File: config.mk
export PLATFORM = sky130hd
export DESIGN_NAME = phy_extended_control
export DESIGN_NICKNAME = d
export VERILOG_FILES = /design/src/hw/ext_ctrl_pkg.sv /design/src/hw/ext_ctrl_if.sv /design/src/hw/code_xlate.sv /design/src/hw/phy_extended_control.sv
export SDC_FILE = /design/constraint.sdc
export NUM_CORES = 1
export LEC_CHECK = 0
export ABC_AREA = 1
export BUFFER_PORTS_ARGS = -buffer_cell sky130_fd_sc_hd__buf_2
export CAP_MARGIN = 20
export CORE_ASPECT_RATIO = 0.75
export CORE_MARGIN = 3
export CORE_UTILIZATION = 47
export CTS_CLUSTER_DIAMETER = 200
export CTS_CLUSTER_SIZE = 14
export DETAILED_ROUTE_END_ITERATION = 6
export PLACE_DENSITY = 0.84
export SYNTH_ARGS = -nofsm -noshare
export SYNTH_HDL_FRONTEND = slang
export SYNTH_SLANG_ARGS = --single-unit
export TNS_END_PERCENT = 1
File: constraint.sdc
create_clock -name ref_clk_i -period 1.7 [get_ports ref_clk_i]
set_clock_uncertainty 0.1 [all_clocks]
set_input_delay 0.34 -clock ref_clk_i [delete_from_list [all_inputs] [get_ports ref_clk_i]]
set_output_delay 0.34 -clock ref_clk_i [all_outputs]
set_load 0.01 [all_outputs]
File: src/hw/ext_ctrl_pkg.sv
// constants for the extended control register of a 10/100 phy
// assumes a management frame engine outside that delivers register accesses
package ext_ctrl_pkg;

	localparam logic [4:0]  EXT_CTRL_ADDR     = 5'h10;
	localparam int          REG_W             = 16;
	localparam int          ADDR_W            = 5;
	localparam int          BIT_OVR_WE        = 15;
	localparam int          BIT_ADDR_LO       = 6;
	localparam int          BIT_ADDR_HI       = 10;
	localparam int          BIT_LOCK_TEST     = 5;
	localparam int          BIT_NRZI          = 3;
	localparam int          BIT_INV_CODE      = 2;
	localparam int          BIT_SCR_DIS       = 0;
	localparam logic [15:0] EXT_CTRL_RESET    = 16'h0008;
	// bits that software may store: 15, 5, 3, 2, 0
	localparam logic [15:0] EXT_CTRL_WR_MASK  = 16'h802D;

endpackage

File: src/hw/ext_ctrl_if.sv
// carrier between the register bank and its transmit code translator
// assumes both ends share ref_clk_i
`timescale 1ns/1ps
`default_nettype none
interface ext_ctrl_if;
	logic       inv_code_en;
	logic       tx_err;
	logic [3:0] nibble;
	logic [4:0] code;

	modport bank  (output inv_code_en, output tx_err, output nibble, input code);
	modport xlate (input inv_code_en, input tx_err, input nibble, output code);
endinterface
`default_nettype wire

File: src/hw/code_xlate.sv
// 4b/5b transmit code translator with an invalid-code test table
// assumes nibbles arrive synchronous to ref_clk_i; code is registered
`timescale 1ns/1ps
`default_nettype none
module code_xlate (
	// clock and reset
	input  wire logic ref_clk_i,
	input  wire logic rst_i,
	input  wire logic clk_en_i,
	// carrier
	ext_ctrl_if.xlate x
);
	logic [4:0] code_q;
	logic [4:0] code_d;
	logic [4:0] std_code;
	logic [4:0] alt_code;

	// ==========================================================
	// standard table
	always_comb begin
		unique case (x.nibble)
			4'h0: std_code = 5'h1E;
			4'h1: std_code = 5'h09;
			4'h2: std_code = 5'h14;
			4'h3: std_code = 5'h15;
			4'h4: std_code = 5'h0A;
			4'h5: std_code = 5'h0B;
			4'h6: std_code = 5'h0E;
			4'h7: std_code = 5'h0F;
			4'h8: std_code = 5'h12;
			4'h9: std_code = 5'h13;
			4'hA: std_code = 5'h16;
			4'hB: std_code = 5'h17;
			4'hC: std_code = 5'h1A;
			4'hD: std_code = 5'h1B;
			4'hE: std_code = 5'h1C;
			4'hF: std_code = 5'h1D;
		endcase
	end

	// ==========================================================
	// alternate table
	always_comb begin
		unique case (x.nibble)
			4'h8: alt_code = 5'h00;
			4'h9: alt_code = 5'h0D;
			4'hA: alt_code = 5'h0C;
			4'hB: alt_code = 5'h11;
			4'hC: alt_code = 5'h10;
			4'hD: alt_code = 5'h19;
			4'hE: alt_code = 5'h18;
			4'hF: alt_code = 5'h1F;
			// RULE12: leading zero prepended
			default: alt_code = {1'b0, x.nibble};
		endcase
	end

	always_comb begin
		// RULE11: standard when test off
		code_d = std_code;
		// RULE12: alternate needs tx error too
		// RULE13: upper nibbles from table
		if (x.inv_code_en && x.tx_err) begin
			code_d = alt_code;
		end
	end

	always_ff @(posedge ref_clk_i) begin
		if (rst_i) begin
			code_q <= 5'h00;
		end else if (clk_en_i) begin
			code_q <= code_d;
		end
	end

	assign x.code = code_q;
endmodule
`default_nettype wire

File: src/hw/phy_extended_control.sv
// extended control register bank of a 10/100 phy, reached through a
// decoded management access port (register address, write strobe, data)
// assumes the frame engine gives one-cycle strobes synchronous to ref_clk_i
//
// Behaviour
// RULE1: register 16 at address 0x10, 16 bits
// RULE2: override enable unlocks protected bits next write
// RULE3: override enable self-clears after next write; here a write to register 16 loads bit 15 from its data
// RULE4: reserved bits 14:11, 4, 1 read zero
// RULE5: manager writes defaults into reserved bits
// RULE6: bits 10:6 hold port address
// RULE7: address latched from led pins at reset
// RULE8: software reset keeps latched address
// RULE9: lock test bit forces descrambler unlock
// RULE10: bit 3 selects nrz or nrzi
// RULE11: bit 2 clear gives standard 4b/5b
// RULE12: bit2 and txer: low nibbles zero-prefixed
// RULE13: high nibbles use alternate fixed table
// RULE14: bit 0 disables scrambler and descrambler
// RULE15: scrambling only applies at 100 Mb/s
// RULE16: protected bits hold without override enable
`timescale 1ns/1ps
`default_nettype none
module phy_extended_control
	import ext_ctrl_pkg::*;
#(
	parameter logic [15:0] PROTECTED_MASK = 16'h0000
) (
	// clock, reset, enable
	input  wire logic                         ref_clk_i,
	input  wire logic                         rst_i,
	input  wire logic                         soft_rst_i,
	input  wire logic                         clk_en_i,
	// management access port
	input  wire logic [ext_ctrl_pkg::ADDR_W-1:0] mgmt_addr_i,
	input  wire logic                         mgmt_wr_i,
	input  wire logic [ext_ctrl_pkg::REG_W-1:0]  mgmt_wdata_i,
	output logic      [ext_ctrl_pkg::REG_W-1:0]  mgmt_rdata_o,
	output logic                              mgmt_hit_o,
	// strap pins shared with led outputs
	input  wire logic                         addr4_rxled_pin_i,
	input  wire logic                         addr3_txled_pin_i,
	input  wire logic                         addr2_linkled_pin_i,
	input  wire logic                         addr1_colled_pin_i,
	input  wire logic                         addr0_actled_pin_i,
	// datapath controls
	input  wire logic                         speed_100_i,
	input  wire logic                         tx_err_i,
	input  wire logic [3:0]                   tx_nibble_i,
	output logic      [4:0]                   tx_code_o,
	output logic      [4:0]                   phy_addr_o,
	output logic                              override_en_o,
	output logic                              force_unlock_o,
	output logic                              nrzi_sel_o,
	output logic                              scram_en_o,
	output logic                              descram_en_o
);
	import ext_ctrl_pkg::*;

	// elaboration check: a protected bit must also be a storable bit
	if ((PROTECTED_MASK & ~EXT_CTRL_WR_MASK) != 16'h0000) begin : g_bad_mask
		$error("protected mask covers bits that cannot be written");
	end

	ext_ctrl_if cif ();

	// ==========================================================
	// control bits
	logic [15:0] ctrl_q;
	logic [15:0] ctrl_d;
	logic [4:0]  addr_q;
	logic [4:0]  addr_d;
	logic        strap_pend_q;
	logic        strap_pend_d;
	logic        wr_hit;
	logic        ovr_q;

	assign ovr_q = ctrl_q[BIT_OVR_WE];
	// RULE1: decode register 16
	assign wr_hit = mgmt_wr_i && (mgmt_addr_i == EXT_CTRL_ADDR);

	always_comb begin
		ctrl_d = ctrl_q;
		// RULE3: clears after any management write to another address; a write to register 16 loads bit 15 from the data
		if (mgmt_wr_i) begin
			ctrl_d[BIT_OVR_WE] = 1'b0;
		end
		if (wr_hit) begin
			// RULE2: override lets protected bits change
			// RULE16: otherwise protected bits hold
			if (ovr_q) begin
				ctrl_d = (ctrl_q & ~EXT_CTRL_WR_MASK)
					| (mgmt_wdata_i & EXT_CTRL_WR_MASK);
			end else begin
				ctrl_d = (ctrl_q & ~(EXT_CTRL_WR_MASK & ~PROTECTED_MASK))
					| (mgmt_wdata_i & EXT_CTRL_WR_MASK & ~PROTECTED_MASK);
			end
		end
		if (soft_rst_i) begin
			ctrl_d = EXT_CTRL_RESET;
		end
	end

	// ==========================================================
	// strap capture: taken on the first enabled edge after reset release
	always_comb begin
		addr_d       = addr_q;
		strap_pend_d = 1'b0;
		// RULE7: sample led pins after reset
		// RULE8: soft reset does not touch this
		if (strap_pend_q) begin
			addr_d = {addr4_rxled_pin_i, addr3_txled_pin_i, addr2_linkled_pin_i,
				addr1_colled_pin_i, addr0_actled_pin_i};
		end
	end

	always_ff @(posedge ref_clk_i) begin
		if (rst_i) begin
			ctrl_q       <= EXT_CTRL_RESET;
			addr_q       <= 5'h00;
			strap_pend_q <= 1'b1;
		end else if (clk_en_i) begin
			ctrl_q       <= ctrl_d;
			addr_q       <= addr_d;
			strap_pend_q <= strap_pend_d;
		end
	end

	// ==========================================================
	// read data, registered
	logic [15:0] rdata_q;
	logic [15:0] rdata_d;
	logic        hit_q;
	logic        hit_d;

	always_comb begin
		hit_d   = (mgmt_addr_i == EXT_CTRL_ADDR);
		// RULE4: reserved bits masked to zero
		rdata_d = ctrl_q & EXT_CTRL_WR_MASK;
		// RULE6: address field read only
		rdata_d[BIT_ADDR_HI:BIT_ADDR_LO] = addr_q;
		if (!hit_d) begin
			rdata_d = 16'h0000;
		end
	end

	always_ff @(posedge ref_clk_i) begin
		if (rst_i) begin
			rdata_q <= 16'h0000;
			hit_q   <= 1'b0;
		end else if (clk_en_i) begin
			rdata_q <= rdata_d;
			hit_q   <= hit_d;
		end
	end

	assign mgmt_rdata_o = rdata_q;
	assign mgmt_hit_o   = hit_q;

	// ==========================================================
	// datapath control outputs
	assign phy_addr_o     = addr_q;
	assign override_en_o  = ovr_q;
	// RULE9: forced loss of descrambler lock
	assign force_unlock_o = ctrl_q[BIT_LOCK_TEST] && speed_100_i;
	// RULE10: line coding select
	assign nrzi_sel_o     = ctrl_q[BIT_NRZI];
	// RULE14: one bit disables both directions
	// RULE15: gated off in 10 Mb/s operation
	assign scram_en_o     = !ctrl_q[BIT_SCR_DIS] && speed_100_i;
	assign descram_en_o   = !ctrl_q[BIT_SCR_DIS] && speed_100_i;

	assign cif.inv_code_en = ctrl_q[BIT_INV_CODE];
	assign cif.tx_err      = tx_err_i;
	assign cif.nibble      = tx_nibble_i;
	assign tx_code_o       = cif.code;

	code_xlate u_xlate (
		.ref_clk_i (ref_clk_i),
		.rst_i     (rst_i),
		.clk_en_i  (clk_en_i),
		.x         (cif.xlate)
	);
endmodule
`default_nettype wire

==> PnR_summary.wiki <==
{| class="wikitable"
! Metric !! Value
|-
| Final Hold Viols || 0
|-
| Crit. End Element || primary output
|-
| Die Y || between 50 and 60 um
|-
| Layout Cell Area excl Fill || approximately 1500 um^2
|-
| Proportion of total power due to net switching || approximately a quarter
|-
| Clock net sink count || 27
|-
| Net Switching || ~0.29 mW
|-
| Worst path arrival time || 970 ps
|-
| Count of yosys warnings during synthesis || 0
|-
| Overflow left after global routing || 0
|-
| Fin crit share || 82.8%
|-
| Area of the core region || around 2400 um^2
|-
| Number of flip-flops and latches in the synthesized netlist || 27
|-
| All-Layer GR Usage || approximately 17%
|-
| Seq/Total Area, Yosys || between 40% and 50%
|-
| I/O pin total || between 60 and 70
|-
| Number of remaining DRC errors || 0
|-
| Detailed-router iteration count before antenna repair || 4
|-
| Number of buffer and inverter stages on the critical path || 1
|-
| Type of origin of the critical path || flip-flop
|-
| Setup repair after global routing missed its margin || no
|-
| Total wire length after detailed routing || roughly 2700 um
|-
| Routed Antenna Nets || 0
|-
| Register-to-Register Path Depth || 5
|-
| Clock-pin slew of the registers on the worst-case setup and hold paths || ~140 ps
|-
| Final min period || between 1000 and 1500 ps
|-
| Number of global-route vias before repair || between 1000 and 1500
|-
| Placed cell area || around 1500 um^2
|-
| Critical path required time || between 1000 and 1500 ps
|-
| Part of the total power dissipated in combinational logic || between 10% and 20%
|-
| Fraction of final layout cells sized beyond drive strength 1 || 36.4%
|-
| Pre-CTS setup slack || roughly 310 ps
|-
| Max-cap viol count || 0
|-
| Total clock buffers created by CTS || 3
|-
| Crit path to || descram_en_o
|-
| Cell-by-cell listing of the critical path || nor2_1 -> buf_2
|-
| Min Hold Slack || between 150 and 200 ps
|-
| Wire per inst || 10.8 um
|-
| Number of distinct library cells after synthesis || 22
|-
| Fraction of met3 tracks used by global routing || between 5 and 6%
|-
| Number of setup violations in the final report || 0
|-
| Total number of vias || approximately 1200
|-
| Chip Width || 66.2 um
|-
| Number of post-CTS setup repair buffers || 0
|-
| Critical path's top delay family || flip-flops
|-
| Class of the tightest hold or removal check || input pin to flip-flop
|-
| Cell area after synthesis || between 1000 and 1500 um^2
|-
| Number of stages on the worst setup path || 2
|-
| TritonCTS clock tree || built
|-
| Beginning of the critical path || ctrl_q[0]
|-
| Weighted congestion reported at the end of routability-driven placement || around 0.83
|-
| Run status || complete, no violations
|-
| Worst vdd ir || about 0.00063 V
|-
| First-pass GRT wire length || around 4500 um
|-
| Layout overhead on the synthesized area || 20.8%
|-
| Clock insertion delay at the later pin of the skew report || 320 ps
|-
| PortBufs || between 50 and 60
|-
| Reg-to-reg slack, setup || ~570 ps
|-
| Sequential fraction of design power || slightly above 60%
|-
| Number of DRC markers in iteration 0 || 64
|-
| Met2 Use GR || about 28%
|-
| Vias per cell || around 4.7
|-
| DP Wirelength || between 2000 and 2500 um
|-
| Slowest cell on the critical path || dfxtp_1
|-
| Power Dens Cells || roughly 700 nW/um^2
|-
| Launch instance of the worst register-to-register path || ctrl_q[2]
|-
| Count of nets after finishing || around 260
|-
| Portion of total power attributed to the clock network || around a quarter
|-
| Floorplan row count || 15
|-
| Number of max-slew violations in the final report || 0
|-
| Peak-usage layer in the global routing report || met2
|-
| Root buf cell || clkbuf_4
|-
| Initial antenna violation count || 0
|-
| Initial core utilization || 52.3%
|-
| Count of instances resized after the clock tree is built || 0
|-
| Worst setup path category || flip-flop to primary output
|-
| Hold buffer count at cts || 0
|-
| Number of antenna cells inserted || 0
|-
| Accumulated negative setup slack || 0 ps
|-
| Deepest level of the CTS H-tree || 1
|-
| Endpoint of the worst-slack reg-to-reg timing path || u_xlate.x.code[1]
|-
| Internal power component || 0.814 mW
|-
| M1 GR Usage || a little over a fifth
|-
| Smallest setup slack after layout || a little under 300 ps
|-
| Post-synthesis area per instance || around 7.5 um^2
|-
| Critical Path Max Stage Delay || ~360 ps
|-
| Highest clock rate || between 700 and 800 MHz
|-
| Maximum clock insertion buffer count || 2
|-
| Die area || 3380 um^2
|-
| Pleak || about 0.76 nW
|-
| Pin count of the biggest net entering global routing || 17
|-
| Post-Synthesis Cells || 170
|-
| Largest fanout on the critical path || 3
|}
## worst min path at each step
stage	start	to	slack [ps]	cells after the start
after detailed placement	strap_pend_q	strap_pend_q	340	2
after floorplan	strap_pend_q	strap_pend_q	320	2
after CTS	addr3_txled_pin_i	phy_addr_o[3]	160	3
after global placement	strap_pend_q	strap_pend_q	330	2
final	mgmt_wdata_i[15]	ctrl_q[15]	170	3
after global routing	addr3_txled_pin_i	phy_addr_o[3]	160	3
## per-stage QoR
step | total power, mW | util [%] | cells
after floorplan | 0.796 | - | 175
after global placement | 0.851 | 62.1 | 250
after detailed placement | 0.854 | 62.1 | 250
after CTS | 1.12 | 63.2 | 254
after global routing | 1.18 | 63.2 | 254
final | 1.11 | 63.2 | 254
## per-layer routing
layer  wire [um]  up-vias
met2        1220       42
li1            -      630
met5           0        -
met1        1250      529
met4          19        0
met3         251        2
## flip-flops by register name, summed over array words and instances, names as in the netlist
register,count
strap_pend_q,1
u_xlate.x.code,5
mgmt_hit_o,1
ctrl_q,5
mgmt_rdata_o,10
phy_addr_o,5
## cell usage in the layout (no fill, tap or decap)
cell type and count:
a21oi_1 10, a21oi_2 9, a31oi_1 1, buf_12 1, buf_2 51, buf_4 2, clkbuf_1 1, clkbuf_4 3
conb_1 6, dfxtp_1 27, inv_1 12, inv_2 1, nand2_1 39, nand2_2 9, nand3_1 8, nand3_2 1
nand3b_1 1, nor2_1 21, nor2_2 2, nor2_4 1, o211ai_1 1, o21ai_0 13
## worst register-to-register path, cell delays in order, from the launching register on
cell and delay (ps):
dfxtp_1 390, nand2_1 150, nor2_1 160, o21ai_0 90, nand2_1 70, a21oi_1 50
## power groups by stage
stage	Sequential, mW	Combinational (mW)	Clock, mW
2_1_floorplan	0.693	0.103	0
3_3_place_gp	0.685	0.166	0
3_5_place_dp	0.685	0.169	0
4_1_cts	0.671	0.169	0.276
5_1_grt	0.675	0.192	0.311
6_report	0.671	0.169	0.267
## synth_stat cells
master,n,area share (%)
a31oi_1,1,0.49
conb_1,1,0.29
buf_12,1,1.6
nand3_1,8,3.1
nand2_2,9,4.4
nand3_2,1,0.78
nor2_1,21,6.2
buf_2,3,1.2
a21oi_2,9,6.2
a21oi_1,10,3.9
inv_2,1,0.29
buf_4,7,4.1
buf_6,1,0.88
nor2_4,1,0.88
dfxtp_1,27,42
inv_1,12,3.5
nand2_1,39,11
o21ai_0,13,5.1
o211ai_1,1,0.59
nand3b_1,1,0.59
nor2_2,2,0.98
clkbuf_8,1,1.1
## kinds of logic (layout without fill, tap and decap cells)
| logic type | count (synthesis) | count (layout) | synth area share [%] |
|---|---|---|---|
| simple gates | 82 | 82 | 28.4 |
| flops | 27 | 27 | 42.4 |
| buf+inv | 26 | 71 | 12.6 |
| compound gates | 34 | 34 | 16.3 |
| other cells | 1 | 6 | 0.294 |
## layout make-up
cell class	count	area, um^2
clock buffer	4	26.3
inverter	13	48.8
timing repair buffer	54	290
multi-input combinational	122	593
tap	34	42.5
sequential	27	541
fill	257	898
Note: power is estimated with default switching activity, not from simulation.
